`config.mk`:
```
export PLATFORM = sky130hd
export DESIGN_NAME = sbt_tap
export DESIGN_NICKNAME = d
export VERILOG_FILES = /design/src/sbt_pkg.sv /design/src/sbt_buf2.sv /design/src/sbt_tap.sv
export VERILOG_INCLUDE_DIRS = /design/src
export SDC_FILE = /design/constraint.sdc
export NUM_CORES = 1
export LEC_CHECK = 0
export BUFFER_PORTS_ARGS = -buffer_cell sky130_fd_sc_hd__buf_2
export CORE_ASPECT_RATIO = 0.7
export CORE_MARGIN = 2
export CORE_UTILIZATION = 38
export CTS_CLUSTER_DIAMETER = 60
export DETAILED_ROUTE_END_ITERATION = 16
export GPL_TIMING_DRIVEN = 0
export PLACE_DENSITY = 0.59
export SETUP_SLACK_MARGIN = 0.5
export SYNTH_ARGS = -nofsm -noshare
export SYNTH_HDL_FRONTEND = slang
export SYNTH_SLANG_ARGS = --single-unit
```
`constraint.sdc`:
```
create_clock -name core_clk -period 2.64 [get_ports core_clk]
set_clock_uncertainty 0.2 [all_clocks]
set_input_delay 0.396 -clock core_clk [delete_from_list [all_inputs] [get_ports core_clk]]
set_output_delay 0.396 -clock core_clk [all_outputs]
set_load 0.02 [all_outputs]
```
`src/sbt_defines.svh`:
```
`ifndef SBT_DEFINES_SVH
`define SBT_DEFINES_SVH

// instruction register
`define SBT_IR_W 3
`define SBT_IR_CAPTURE 3'h1
`define SBT_IR_EXTEST 3'h0
`define SBT_IR_IDCODE 3'h1
`define SBT_IR_SAMPLE_Z 3'h2
`define SBT_IR_SAMPLE 3'h4
`define SBT_IR_BYPASS 3'h7

// scan register lengths
`define SBT_ID_W 32
`define SBT_BSR_LEN 72

// value is arbitrary, bit 0 set as every id code needs
`define SBT_IDCODE_DEFAULT 32'h0A5A_5001

// reset values
`define SBT_PULL_LEVEL 1'b1
`define SBT_TCK_IDLE 1'b0
`define SBT_BYP_RESET 1'b0

// link timing
`define SBT_TCK_MIN_NS 50
`define SBT_CORE_NS 10
`define SBT_SYNC_STAGES 2

// snapshot buffer
`define SBT_BUF_DEPTH 2

`endif

```
`src/sbt_pkg.sv`:
```
`include "sbt_defines.svh"
package sbt_pkg;

  typedef enum logic [3:0] {
    ST_TLR = 4'h0,
    ST_RTI = 4'h1,
    ST_SEL_DR = 4'h3,
    ST_CAP_DR = 4'h2,
    ST_SH_DR = 4'h6,
    ST_EX1_DR = 4'h7,
    ST_PA_DR = 4'h5,
    ST_EX2_DR = 4'h4,
    ST_UPD_DR = 4'hC,
    ST_SEL_IR = 4'hD,
    ST_CAP_IR = 4'hF,
    ST_SH_IR = 4'hE,
    ST_EX1_IR = 4'hA,
    ST_PA_IR = 4'hB,
    ST_EX2_IR = 4'h9,
    ST_UPD_IR = 4'h8
  } sbt_tap_state_t;

  typedef enum logic [1:0] {
    SEL_BYP = 2'h0,
    SEL_ID = 2'h1,
    SEL_BSR = 2'h2
  } sbt_dr_sel_t;

  typedef struct packed {
    logic [`SBT_BSR_LEN-1:0] cells;
  } sbt_ring_t;

  typedef struct packed {
    logic tck_m;
    logic tck_s;
    logic tck_p;
    logic tms_m;
    logic tms_s;
    logic tdi_m;
    logic tdi_s;
    sbt_tap_state_t st;
    logic [`SBT_IR_W-1:0] ir_sh;
    logic [`SBT_IR_W-1:0] ir;
    logic byp;
    logic [`SBT_ID_W-1:0] idr;
    sbt_ring_t bsr;
    logic tdo;
    logic tdo_oe;
    logic hiz;
  } sbt_state_t;

endpackage

```
`src/sbt_buf2.sv`:
```
`timescale 1ns/1ps
module sbt_buf2 #(
  parameter int W = 8,
  parameter int DEPTH = 2
) (
  input wire logic core_clk,
  input wire logic arst_n,
  input wire logic [W-1:0] in_data,
  input wire logic in_valid,
  output logic in_ready,
  output logic [W-1:0] out_data,
  output logic out_valid,
  input wire logic out_ready
);

  localparam int PW = (DEPTH > 1) ? $clog2(DEPTH) : 1;
  localparam int CW = $clog2(DEPTH + 1);

  typedef struct packed {
    logic [DEPTH-1:0][W-1:0] mem;
    logic [PW-1:0] wp;
    logic [PW-1:0] rp;
    logic [CW-1:0] cnt;
  } buf_state_t;

  buf_state_t q;
  buf_state_t d;
  logic push;
  logic pop;

  assign in_ready = (q.cnt != CW'(DEPTH));
  assign out_valid = (q.cnt != '0);
  assign out_data = q.mem[q.rp];
  assign push = in_valid & in_ready;
  assign pop = out_valid & out_ready;

  always_comb begin
    d = q;
    if (push) begin
      d.mem[q.wp] = in_data;
      d.wp = (q.wp == PW'(DEPTH - 1)) ? '0 : q.wp + PW'(1);
    end
    if (pop) begin
      d.rp = (q.rp == PW'(DEPTH - 1)) ? '0 : q.rp + PW'(1);
    end
    d.cnt = q.cnt + CW'(push) - CW'(pop);
  end

  always_ff @(posedge core_clk or negedge arst_n) begin
    if (!arst_n) begin
      q <= '0;
    end else begin
      q <= d;
    end
  end

endmodule

```
`src/sbt_tap.sv`:
```
`timescale 1ns/1ps
`include "sbt_defines.svh"

// Notes on behaviour
// - inputs taken on tck rise, tdo on fall
// - mode select steers controller, reads high unconnected
// - serial data in reads high unconnected
// - data in enters selected register MSB
// - data out shows selected register LSB
// - data out driven only in shift states
// - five mode-select highs reset controller safely
// - power-up reset leaves data out floating
// - exactly one register, chosen by instruction
// - instruction register three bits, serial load
// - reset state loads identification instruction
// - capture-ir forces two LSBs to 01
// - bypass bit, cleared when bypass selected
// - boundary register, MSB at data in
// - capture-dr snapshots ring, shift-dr shifts it
// - extest, sample, sample-z select boundary register
// - idcode capture loads fixed 32-bit code
// - all-zero extest samples and floats outputs
// - sample-z shifts ring and floats outputs
// - new instruction acts only after update-ir
module sbt_tap #(
  parameter logic [`SBT_ID_W-1:0] ID_CODE = `SBT_IDCODE_DEFAULT
) (
  input wire logic core_clk,
  input wire logic arst_n,
  input wire logic tck,
  input wire logic tms,
  input wire logic tdi,
  output logic tdo,
  output logic tdo_oe,
  input wire sbt_pkg::sbt_ring_t ring_data,
  input wire logic ring_valid,
  output logic ring_ready,
  output logic outputs_hiz,
  output logic [`SBT_IR_W-1:0] active_instr
);

  sbt_pkg::sbt_state_t q;
  sbt_pkg::sbt_state_t d;

  logic tck_rise;
  logic tck_fall;
  logic [`SBT_BSR_LEN-1:0] snap_data;
  logic snap_valid;
  logic snap_take;
  sbt_pkg::sbt_dr_sel_t dr_sel;

  // ring snapshots queue here; a capture takes the oldest one
  sbt_buf2 #(
    .W(`SBT_BSR_LEN),
    .DEPTH(`SBT_BUF_DEPTH)
  ) u_snap (
    .core_clk(core_clk),
    .arst_n(arst_n),
    .in_data(ring_data.cells),
    .in_valid(ring_valid),
    .in_ready(ring_ready),
    .out_data(snap_data),
    .out_valid(snap_valid),
    .out_ready(snap_take)
  );

  function automatic sbt_pkg::sbt_dr_sel_t select_dr(
    input logic [`SBT_IR_W-1:0] instr
  );
    sbt_pkg::sbt_dr_sel_t sel;
    sel = sbt_pkg::SEL_BYP;
    case (instr)
      `SBT_IR_IDCODE: begin
        sel = sbt_pkg::SEL_ID;
      end
      `SBT_IR_EXTEST,
      `SBT_IR_SAMPLE,
      `SBT_IR_SAMPLE_Z: begin
        sel = sbt_pkg::SEL_BSR;
      end
      default: begin
        sel = sbt_pkg::SEL_BYP;
      end
    endcase
    return sel;
  endfunction

  function automatic logic floats_outputs(
    input logic [`SBT_IR_W-1:0] instr
  );
    logic f;
    f = 1'b0;
    if (instr == `SBT_IR_EXTEST) begin
      f = 1'b1;
    end else if (instr == `SBT_IR_SAMPLE_Z) begin
      f = 1'b1;
    end
    return f;
  endfunction

  function automatic sbt_pkg::sbt_tap_state_t next_state(
    input sbt_pkg::sbt_tap_state_t st,
    input logic m
  );
    sbt_pkg::sbt_tap_state_t n;
    n = sbt_pkg::ST_TLR;
    case (st)
      sbt_pkg::ST_TLR: begin
        n = m ? sbt_pkg::ST_TLR : sbt_pkg::ST_RTI;
      end
      sbt_pkg::ST_RTI: begin
        n = m ? sbt_pkg::ST_SEL_DR : sbt_pkg::ST_RTI;
      end
      sbt_pkg::ST_SEL_DR: begin
        n = m ? sbt_pkg::ST_SEL_IR : sbt_pkg::ST_CAP_DR;
      end
      sbt_pkg::ST_CAP_DR: begin
        n = m ? sbt_pkg::ST_EX1_DR : sbt_pkg::ST_SH_DR;
      end
      sbt_pkg::ST_SH_DR: begin
        n = m ? sbt_pkg::ST_EX1_DR : sbt_pkg::ST_SH_DR;
      end
      sbt_pkg::ST_EX1_DR: begin
        n = m ? sbt_pkg::ST_UPD_DR : sbt_pkg::ST_PA_DR;
      end
      sbt_pkg::ST_PA_DR: begin
        n = m ? sbt_pkg::ST_EX2_DR : sbt_pkg::ST_PA_DR;
      end
      sbt_pkg::ST_EX2_DR: begin
        n = m ? sbt_pkg::ST_UPD_DR : sbt_pkg::ST_SH_DR;
      end
      sbt_pkg::ST_UPD_DR: begin
        n = m ? sbt_pkg::ST_SEL_DR : sbt_pkg::ST_RTI;
      end
      sbt_pkg::ST_SEL_IR: begin
        n = m ? sbt_pkg::ST_TLR : sbt_pkg::ST_CAP_IR;
      end
      sbt_pkg::ST_CAP_IR: begin
        n = m ? sbt_pkg::ST_EX1_IR : sbt_pkg::ST_SH_IR;
      end
      sbt_pkg::ST_SH_IR: begin
        n = m ? sbt_pkg::ST_EX1_IR : sbt_pkg::ST_SH_IR;
      end
      sbt_pkg::ST_EX1_IR: begin
        n = m ? sbt_pkg::ST_UPD_IR : sbt_pkg::ST_PA_IR;
      end
      sbt_pkg::ST_PA_IR: begin
        n = m ? sbt_pkg::ST_EX2_IR : sbt_pkg::ST_PA_IR;
      end
      sbt_pkg::ST_EX2_IR: begin
        n = m ? sbt_pkg::ST_UPD_IR : sbt_pkg::ST_SH_IR;
      end
      sbt_pkg::ST_UPD_IR: begin
        n = m ? sbt_pkg::ST_SEL_DR : sbt_pkg::ST_RTI;
      end
      default: begin
        n = sbt_pkg::ST_TLR;
      end
    endcase
    return n;
  endfunction

  // edges are found on the second stage against a third copy
  assign tck_rise = q.tck_s & ~q.tck_p;
  assign tck_fall = ~q.tck_s & q.tck_p;
  assign dr_sel = select_dr(q.ir);

  // a capture with no fresh snapshot leaves the boundary register as it was, shifted bits included
  assign snap_take = tck_rise && (q.st == sbt_pkg::ST_CAP_DR) &&
                     (dr_sel == sbt_pkg::SEL_BSR);

  always_comb begin
    d = q;

    // synchronisers; tms and tdi share the tck delay so stay aligned
    d.tck_m = tck;
    d.tck_s = q.tck_m;
    d.tck_p = q.tck_s;
    d.tms_m = tms;
    d.tms_s = q.tms_m;
    d.tdi_m = tdi;
    d.tdi_s = q.tdi_m;

    if (tck_rise) begin
      d.st = next_state(q.st, q.tms_s);
      case (q.st)
        sbt_pkg::ST_CAP_IR: begin
          d.ir_sh = `SBT_IR_CAPTURE;
        end
        sbt_pkg::ST_SH_IR: begin
          d.ir_sh = {q.tdi_s, q.ir_sh[`SBT_IR_W-1:1]};
        end
        sbt_pkg::ST_UPD_IR: begin
          d.ir = q.ir_sh;
        end
        sbt_pkg::ST_CAP_DR: begin
          case (dr_sel)
            sbt_pkg::SEL_ID: begin
              d.idr = ID_CODE;
            end
            sbt_pkg::SEL_BSR: begin
              if (snap_valid) begin
                d.bsr.cells = snap_data;
              end
            end
            default: begin
              d.byp = `SBT_BYP_RESET;
            end
          endcase
        end
        sbt_pkg::ST_SH_DR: begin
          case (dr_sel)
            sbt_pkg::SEL_ID: begin
              d.idr = {q.tdi_s, q.idr[`SBT_ID_W-1:1]};
            end
            sbt_pkg::SEL_BSR: begin
              d.bsr.cells = {q.tdi_s, q.bsr.cells[`SBT_BSR_LEN-1:1]};
            end
            default: begin
              d.byp = q.tdi_s;
            end
          endcase
        end
        default: begin
          d.ir_sh = q.ir_sh;
        end
      endcase
      if (d.st == sbt_pkg::ST_TLR) begin
        // held high tms reaches this state in at most five rises
        d.ir = `SBT_IR_IDCODE;
      end
    end

    if (tck_fall) begin
      if (q.st == sbt_pkg::ST_SH_IR) begin
        d.tdo = q.ir_sh[0];
        d.tdo_oe = 1'b1;
      end else if (q.st == sbt_pkg::ST_SH_DR) begin
        d.tdo_oe = 1'b1;
        case (dr_sel)
          sbt_pkg::SEL_ID: begin
            d.tdo = q.idr[0];
          end
          sbt_pkg::SEL_BSR: begin
            d.tdo = q.bsr.cells[0];
          end
          default: begin
            d.tdo = q.byp;
          end
        endcase
      end else begin
        d.tdo = 1'b0;
        d.tdo_oe = 1'b0;
      end
    end

    // memory outputs follow the instruction in force, not the shifted one
    d.hiz = floats_outputs(d.ir);
  end

  always_ff @(posedge core_clk or negedge arst_n) begin
    if (!arst_n) begin
      q <= '0;
      q.tck_m <= `SBT_TCK_IDLE;
      q.tck_s <= `SBT_TCK_IDLE;
      q.tck_p <= `SBT_TCK_IDLE;
      // undriven pads read high through the pull-ups
      q.tms_m <= `SBT_PULL_LEVEL;
      q.tms_s <= `SBT_PULL_LEVEL;
      q.tdi_m <= `SBT_PULL_LEVEL;
      q.tdi_s <= `SBT_PULL_LEVEL;
      q.st <= sbt_pkg::ST_TLR;
      q.ir <= `SBT_IR_IDCODE;
      q.ir_sh <= `SBT_IR_CAPTURE;
      q.tdo_oe <= 1'b0;
    end else begin
      q <= d;
    end
  end

  assign tdo = q.tdo;
  assign tdo_oe = q.tdo_oe;
  assign outputs_hiz = q.hiz;
  assign active_instr = q.ir;

endmodule

```
==> results.toml, run 1 <==
[timing]
min_period_over_period_pct = 79.94
finalHoldViolCount = 0
max_slew.worst_pin.slew_ns = 0.6578
final-setup-viol-count = 0
relSlewSlack_pct = 56.14
clock.fmax_mhz = 473.9
post-route-worst-setup-slack_ns = 0.5297
timing_max_transition_violations_final = 0
hold_ws_ns = 0.04553
timing.setup.tns_ns = 0
rsz0062_at_grt = "true"
period_minus_ws_final_ns = 2.110

[clock_tree]
tritoncts = "done"
tritoncts.num_buffers = 28
clock_path_buffers = 3
clock_tree.htree_level_count = 1
clock_latency_ns = 0.54
cts.root.buffer_cell = "clkbuf_16"
cts.clk_slew.worst_paths_ns = 0.06
cts_num_sinks = 273

[synthesis]
yosys-top-cells-area = "dfrtp_1 56%, mux2_2 13%, nand2_1 6.8%"
synth_top_area_share_pct = 55.71
yosys.cell_types.count = 50
synthesis.nets = 1126
total_of_warnings_raised_by_yosys = 0
synth_top_cell_by_area = "dfrtp_1"
synth-edff-count = 0
postSynthAreaPerCell_um2 = 11.49
synth-seq-area-share_pct = 57.02
most_frequently_used_flop_master_after_synthesis = "dfrtp_1"
synth.ff_latch_count = 273
netlist_instances = 1044
syn_area_um2 = 11990
asyncSetResetFlopFracSynth_pct = 100.0

[layout]
insertedDiodeCount = 0
area_overhead_of_the_layout_relative_to_synthesis_pct = 23.71
drive_gt1_share_pct = 28.11
nets = 1324

[drt]
detail_routed_net_length_per_standard_cell_um = 15.51
route.detailed.vias_per_inst = 4.856
drt_pre_antenna_iters = 4
routed_wirelength_um = 26110
number_of_remaining_drc_errors = 0
vias = 8173
ant_nets_after_route = 0
first_iter_violations = 518

[global_route]
number_of_antenna_violations_at_the_first_check_in_global_routing = 0
first_pass_grt_wire_length_um = 43060
grt_pass1_vias = 8150
grt_start_max_net_pins = 115
grt_overflow = 0
groute.usage.overall_pct = 15.94

[flow_run]
max_cap_violations = 0

[worst_hold_path]
timing.hold.worst.class = "in -> reg"

[worst_setup_path]
timing.critical_path.arrival_ns = 2.38
worst_setup_path_end_kind = "flop"
critical_path_class = "reg -> reg"
timing.critical_path.required_ns = 2.91
crit_fanout = 5
critPathLaunchType = "flop"

[die]
die_w_um = 216.3
floorplan.rows = 54
fp.dieH_um = 152.6
die_area_um2 = 33020
design.portCount = 85
initial_core_utilization_pct = 38.59
core_um2 = 31080

[outcome]
run_status = "completed"

[placed_design]
place_ws_ns = 0.3218
hpwl_um = 17370
count_of_port_buffers_added_during_placement = 84
routabilityCongestion = 0.7950

[pwr]
peakVddDrop_mv = 0.4517
leakagePower_nw = 6.782
power_density_nw_per_um2 = 1079
## worst max-delay path: stages (launching register included)
cell and delay [ns]:
dfstp_2 0.58, nand2_1 0.10, ha_2 0.19, nand3_1 0.11, nor3_4 0.05, ha_1 0.28, inv_1 0.04, ha_1 0.19
xnor2_1 0.17, xnor2_1 0.13
## Yosys cell counts, types with 2 or more instances
cell        n
dfrtp_1   267
nand2_1   216
mux2_2    137
o21ai_0   133
mux2i_1    73
buf_2      29
o21ai_1    29
nand3_1    27
buf_6      20
clkbuf_1   19
inv_1       9
mux2_1      8
dfstp_2     6
nor2_1      6
a21oi_1     5
buf_4       5
ha_1        4
nand2b_1    4
a22o_1      3
and3_1      3
nand4_1     3
nor2b_1     3
or3_1       3
xnor2_1     3
a211o_1     2
buf_1       2
o31a_1      2
## cell usage in the layout (no fill, tap or decap), types with 4 or more instances in the layout
master | Yosys | final
dfrtp_1 | 267 | 266
nand2_1 | 216 | 216
mux2_2 | 137 | 137
o21ai_0 | 133 | 130
buf_2 | 29 | 110
dlygate4sd3_1 | 0 | 76
mux2i_1 | 73 | 73
o21ai_1 | 29 | 32
clkbuf_16 | 0 | 29
nand3_1 | 27 | 26
buf_6 | 20 | 20
clkbuf_1 | 19 | 19
buf_4 | 5 | 11
clkbuf_8 | 0 | 11
inv_1 | 9 | 9
mux2_1 | 8 | 8
clkbuf_2 | 0 | 8
nor2_1 | 6 | 6
dfstp_2 | 6 | 6
nand2b_1 | 4 | 4
a21oi_1 | 5 | 4
## report_power, final
part           switching (mW)  total (mW)  internal, mW
clock                    1.63        4.14          2.51
sequential              0.870        6.78          5.91
combinational            2.45        5.10          2.65
## sequential cells by signal, summed over array words and instances (netlist names)
| register | flops |
|---|---|
| d | 4 |
| active_instr | 3 |
| q | 115 |
| tdo_oe | 1 |
| outputs_hiz | 1 |
| u_snap.q | 148 |
| tdo | 1 |
## layer usage
| layer | wire length [um] | part of all wire, % | up-vias | global-route usage (%) |
|---|---|---|---|---|
| met2 | 11060 | 42 | 109 | 23.66 |
| met1 | 13860 | 53 | 4028 | 24.51 |
| met5 | 0 | 0 | - | 0 |
| met3 | 766 | 2.9 | 29 | 2.695 |
| met4 | 425 | 1.6 | 0 | 3.001 |
| li1 | - | - | 4007 | - |
## worst paths after layout
path                                       from              end  slack (ns)  cells after the start
worst max register to register  active_instr[0]      u_snap.q[1]        0.53                      9
worst min-delay path                 ring_valid      u_snap.q[3]        0.05                      3
worst max-delay path            active_instr[0]      u_snap.q[1]        0.53                      9
min in group asynchronous                arst_n     u_snap.q[81]        0.20                      2
worst min register to register           d[123]           d[122]        0.15                      0
max in group asynchronous                arst_n  active_instr[2]        1.03                      3
## area by class of cell
class | instances | area, um^2
Buffer | 75 | 501.7
Timing Repair Buffer | 168 | 1304
Clock inverter | 5 | 81.33
Tap cell | 420 | 525.5
Multi-Input combinational cell | 687 | 4652
Sequential cell | 273 | 6840
Clock buffer | 46 | 899.6
Inverter | 9 | 33.78
Fill cell | 2937 | 16240
## timing repair
action | in CTS | in global routing
setup buffers | 0 | 6
pin swaps | 0 | 4
hold buffers | 76 | 0
gates resized for setup | 3 | 22
endpoints found under the hold margin | 210 | 0
setup endpoints to repair | 72 | 101
## metrics by stage
step / power, mW / util (%) / area, um^2 / instances
2_1_floorplan: 10.48 / - / 11990 / 1044
3_3_place_gp: 11.65 / 41.63 / 12940 / 1548
3_5_place_dp: 11.85 / 41.84 / 13010 / 1550
4_1_cts: 16.16 / 47.48 / 14760 / 1677
5_1_grt: 17.13 / 47.74 / 14840 / 1683
6_report: 16.01 / 47.74 / 14840 / 1683
## kinds of logic (layout without fill, tap and decap cells)
kind of cell	Yosys count	count (layout)	share of synthesized area, %
fa+ha+maj	4	4	0.4173
compound gates	185	185	8.262
mux	218	218	19.71
buf+inv	84	303	4.340
flops	273	273	57.02
simple gates	276	276	9.962
xor+xnor	4	4	0.2921
No activity file was read; power rests on OpenSTA's default activity.
==> run 2: changes to the inputs <==
- ABC_AREA: default -> 1
- PLACE_DENSITY: 0.59 -> 0.61
- clock period: 2.64 -> 1.7 ns (I/O delays scaled with it)
==> results.toml, run 2 <==
[outcome]
run_status = "finished, violations left"
violations = "hold timing, setup timing"

[worst_setup_path]
timing.critical_path.required_ns = 1.93
reg2regPathDepth = 12
critical_path_class = "reg -> reg"
critPathLaunchType = "flop"
worst_setup_path_end_kind = "flop"
crit_fanout = 10
timing.critical_path.arrival_ns = 2.32

[global_route]
grt_start_max_net_pins = 108
number_of_antenna_violations_at_the_first_check_in_global_routing = 0
grt_overflow = 0
grt_pass1_vias = 10310
groute.usage.overall_pct = 19.84
first_pass_grt_wire_length_um = 54310

[timing]
timing_max_transition_violations_final = 0
min_period_over_period_pct = 122.5
final-setup-viol-count = 228
clock.fmax_mhz = 480.3
rsz0062_at_grt = "true"
period_minus_ws_final_ns = 2.082
max_slew.worst_pin.slew_ns = 0.6740
relSlewSlack_pct = 55.06
finalHoldViolCount = 160
timing.setup.tns_ns = -37.01
post-route-worst-setup-slack_ns = -0.3821
hold_ws_ns = -0.5624

[synthesis]
synth_most_common_cell = "nand2_1"
asyncSetResetFlopFracSynth_pct = 100.0
total_of_warnings_raised_by_yosys = 0
synth_top_cell_by_area = "dfrtp_1"
yosys-top-cells-area = "dfrtp_1 54%, nand2_1 11%, o21ai_0 8.1%"
netlist_instances = 1470
synth-edff-count = 0
postSynthAreaPerCell_um2 = 8.408
post_synth_most_frequent_cells = "361 x nand2_1, 267 x dfrtp_1, 237 x inv_1"
most_frequently_used_flop_master_after_synthesis = "dfrtp_1"
syn_area_um2 = 12360
yosys.cell_types.count = 37
synth_top_area_share_pct = 54.06
synthesis.nets = 1552
synth.ff_latch_count = 273
synth-seq-area-share_pct = 55.34

[drt]
first_iter_violations = 774
ant_nets_after_route = 0
detail_routed_net_length_per_standard_cell_um = 16.29
number_of_remaining_drc_errors = 0
routed_wirelength_um = 35670
route.detailed.vias_per_inst = 5.016
drt_pre_antenna_iters = 5
vias = 10990

[clock_tree]
cts_num_sinks = 273
clock_path_buffers = 3
holdBufCountCts = 75
clock_tree.htree_level_count = 1
tritoncts.num_buffers = 30
cts.clk_slew.worst_paths_ns = 0.06
tritoncts = "done"
clock_latency_ns = 0.56
cts.root.buffer_cell = "clkbuf_16"

[layout]
commonest_non_fill_non_tap_cell_in_the_layout = "dfrtp_1"
area_overhead_of_the_layout_relative_to_synthesis_pct = 42.83
layout.cells.most_common_list = "261 x dfrtp_1, 246 x o21ai_1, 245 x nand2_1, 228 x inv_1, 99 x buf_2"
nets = 1821
drive_gt1_share_pct = 30.29
insertedDiodeCount = 0
multiInputGateArea_um2 = 5115
layout.area.seq_um2 = 6847
final_util_pct = 54.93
postLayoutCellArea_um2 = 17650
number_of_flip_flops_under_the_largest_register_name = 148
registers.top_by_ff_count = "u_snap.q"
non_filler_instances = 2190
nFillCells = 2810

[placed_design]
hpwl_um = 20790
count_of_port_buffers_added_during_placement = 84
routabilityCongestion = 0.8158
place_ws_ns = -0.5663
dpl.cell_count = 1983
placement_cell_area_um2 = 13680

[die]
die_area_um2 = 34010
core_um2 = 32140
design.portCount = 85
initial_core_utilization_pct = 38.46
fp.dieH_um = 154.9
die_w_um = 219.6
floorplan.rows = 55

[pwr]
peakVddDrop_mv = 1.035
power_density_nw_per_um2 = 1751
leakagePower_nw = 8.367
power.total_mw = 30.91

[worst_hold_path]
timing.hold.worst.class = "in -> async"

[flow_run]
max_cap_violations = 0
run 2: metal layers:
layer	up-vias	share of wire, %	GRT usage, %
met5	-	0	0
met3	60	4.3	2.405
met2	265	45	29.43
met1	5400	48	30.71
met4	0	2.5	4.923
li1	5260	-	-
run 2: cells by family (layout without fill, tap and decap cells):
kind of cell | Yosys count | count (layout) | share of synthesized area [%]
DFF | 273 | 273 | 55.34
xor gates and xnor gates | 3 | 3 | 0.2126
buffers and inverters | 340 | 632 | 11.37
muxes | 1 | 1 | 0.08099
adders and majority gates | 4 | 4 | 0.4050
AOI/OAI and AO/OA | 423 | 423 | 18.76
and+or+nand+nor | 426 | 427 | 13.84
run 2: area by class of cell:
class | instances | area share [%]
buffer | 93 | 5.117
tap | 427 | 3.026
clock inverter | 8 | 0.7088
clock buffer | 48 | 4.983
timing repair buffer | 236 | 12.93
sequential | 273 | 38.78
inverter | 247 | 5.479
multi-input combinational | 858 | 28.97
run 2: power by group:
part | switching [mW] | total [mW] | internal [mW]
Clock | 2.64 | 6.63 | 4.00
Combinational | 7.22 | 13.4 | 6.18
Sequential | 1.71 | 10.9 | 9.17
run 2: worst max-delay path, cell delays in order (launching register included):
cell and delay (ns):
dfstp_2 0.57, inv_2 0.05, nor3_4 0.13, inv_2 0.06, ha_4 0.16, inv_4 0.07
a41oi_2 0.04, nand2_2 0.15, inv_4 0.08, buf_12 0.16, buf_6 0.14, nand2_1 0.08
o21ai_1 0.07
run 2: final timing paths:
kind / startpoint / end / slack, ns
max in group asynchronous: arst_n / u_snap.q[111] / 0.48
hold reg to reg: d[123] / d[122] / 0.13
setup / recovery: active_instr[0] / q[48] / -0.38
hold / removal: arst_n / q[90] / -0.56
setup reg to reg: active_instr[0] / q[48] / -0.38
min in group core_clk: ring_valid / u_snap.q[3] / 0.05
run 2: what timing repair did:
action | 4_1_cts | 5_1_grt
endpoints found under the hold margin | 299 | 61
gates resized for setup | 127 | 286
endpoints found under the setup margin | 380 | 379
setup buffers | 37 | 17
cloned | 9 | 13
pin swaps | 17 | 22
==> run 3: changes to the inputs <==
- MAX_ROUTING_LAYER: default -> met4
==> results.toml, run 3 (synthesized netlist as in run 2, its figures left out) <==
[worst_setup_path]
ordered_list_of_cells_on_the_worst_path = "inv_2 > nor3_4 > inv_2 > ha_4 > inv_4 > a41oi_2 > nand2_2 > inv_6 > buf_12 > buf_6 > nand2_1 > o21ai_2"
timing.critical_path.required_ns = 1.94
worst_r2r_endpoint = "q[36]"
critical_path_class = "reg -> reg"
crit_family = "flip-flops"
cpMostUsedCell = "inv_2"
regToRegStartpoint = "active_instr[0]"
critical-path-max-stage-delay_ns = 0.55
worst_setup_path_end_kind = "flop"
regToRegSetupSlack_ns = -0.36
timing.critical_path.slowest_stage_cell = "dfstp_2"
reg2regPathDepth = 12
critPathBufInv = 6
crit_fanout = 10
critPathLaunchType = "flop"
timing.critical_path.arrival_ns = 2.29

[layout]
non_filler_instances = 2208
registers.top_by_ff_count = "u_snap.q"
final_util_pct = 59.12
insertedDiodeCount = 0
drive_gt1_share_pct = 39.98
layout.cells.most_common_list = "260 x dfrtp_1, 229 x inv_1, 200 x nand2_1, 186 x o21ai_1, 142 x o21ai_2"
area_overhead_of_the_layout_relative_to_synthesis_pct = 53.74
commonest_non_fill_non_tap_cell_in_the_layout = "dfrtp_1"
postLayoutCellArea_um2 = 19000
nets = 1842
number_of_flip_flops_under_the_largest_register_name = 148

[timing]
clock.fmax_mhz = 486.2
period_minus_ws_final_ns = 2.057
finalHoldViolCount = 99
relSlewSlack_pct = 53.35
rsz0062_at_grt = "true"
final-setup-viol-count = 223
max_slew.worst_pin.slew_ns = 0.6997
hold_ws_ns = -0.5173
timing_max_transition_violations_final = 0
timing.setup.tns_ns = -35.60
post-route-worst-setup-slack_ns = -0.3566
min_period_over_period_pct = 121.0

[worst_hold_path]
timing.hold.worst.class = "in -> async"

[placed_design]
hpwl_um = 21110
routabilityCongestion = 0.8417
count_of_port_buffers_added_during_placement = 84
place_ws_ns = -0.6216
dpl.cell_count = 1983
placement_cell_area_um2 = 13680

[clock_tree]
holdBufCountCts = 75
tritoncts = "done"
clock_tree.htree_level_count = 1
cts_num_sinks = 273
cts.clk_slew.worst_paths_ns = 0.06
cts.root.buffer_cell = "clkbuf_16"
tritoncts.num_buffers = 29
clock_path_buffers = 3
clock_latency_ns = 0.55

[drt]
route.detailed.vias_per_inst = 4.996
first_iter_violations = 948
ant_nets_after_route = 0
vias = 11030
routed_wirelength_um = 37230
detail_routed_net_length_per_standard_cell_um = 16.86
number_of_remaining_drc_errors = 0
drt_pre_antenna_iters = 5

[die]
initial_core_utilization_pct = 38.46
core_um2 = 32140
design.portCount = 85
floorplan.rows = 55
fp.dieH_um = 154.9
die_w_um = 219.6
die_area_um2 = 34010

[global_route]
groute.usage.overall_pct = 22.42
met3_routing_resource_usage_after_global_routing_pct = 3.226
grt_pass1_vias = 10750
first_pass_grt_wire_length_um = 58750
grt_start_max_net_pins = 101
number_of_antenna_violations_at_the_first_check_in_global_routing = 0
grt.busiest_layer = "met1"
gr-usage-met1_pct = 33.53
globalRouteMet2Util_pct = 32.03
grt_overflow = 0

[pwr]
power_density_nw_per_um2 = 1735
switching_share_pct = 37.74
power_frac_comb_pct = 46.1
power.total_mw = 32.96
peakVddDrop_mv = 0.8718
share_clk_of_total_power_pct = 20.4
power_frac_seq_pct = 33.5
power.net_switching_mw = 12.44
internal-power_mw = 20.52
leakagePower_nw = 8.872

[flow_run]
max_cap_violations = 0

[outcome]
run_status = "finished, violations left"
violations = "hold timing, setup timing"
==> run 3: worst max path at each step <==
| stage | cells past startpoint | startpoint | to |
|---|---|---|---|
| after floorplan | 10 | active_instr[0] | u_snap.q[1] |
| after global placement | 1 | arst_n | q[115] |
| after detailed placement | 10 | active_instr[1] | q[18] |
| after CTS | 12 | active_instr[0] | q[43] |
| after global routing | 12 | active_instr[0] | q[70] |
| final | 12 | active_instr[0] | q[36] |
==> run 3: metal layers <==
| layer | vias up | part of all wire, % |
|---|---|---|
| met1 | 5354 | 48 |
| met5 | - | 0 |
| met2 | 284 | 45 |
| li1 | 5323 | - |
| met4 | 0 | 2.4 |
| met3 | 71 | 4.4 |
==> run 3: layout make-up <==
class / instances / area [um^2]
fill: 2575 / 13140
timing repair buffer: 259 / 2786
clock buffer: 39 / 843.3
multi-input combinational: 857 / 5729
clock inverter: 13 / 170.2
inverter: 247 / 959.7
buffer: 93 / 1130
sequential: 273 / 6848
tap: 427 / 534.3
==> run 3: timing repair <==
item	in CTS	in global routing
hold endpoints to repair	230	83
pin swaps	55	64
resized for setup	413	258
cloned	31	4
setup buffers	48	15
setup endpoints to repair	273	273
==> run 3: worst register-to-register path, delay by kind of cell, from the launching register on <==
kind	cells	cell delay, ns
adder cells (fa/ha/maj)	1	0.16
AND/OR/NAND/NOR	3	0.38
flip-flops	1	0.55
buffers and inverters	6	0.55
AO/OA/AOI/OAI	2	0.10
==> run 3: power by group through the flow <==
stage / Sequential (mW) / Clock, mW / Combinational [mW]
after detailed placement: 10.5 / 0 / 9.20
after CTS: 10.6 / 6.81 / 13.1
after global routing: 11.3 / 7.11 / 16.6
final: 11.0 / 6.71 / 15.2
after floorplan: 10.2 / 0 / 6.89
after global placement: 10.5 / 0 / 9.04
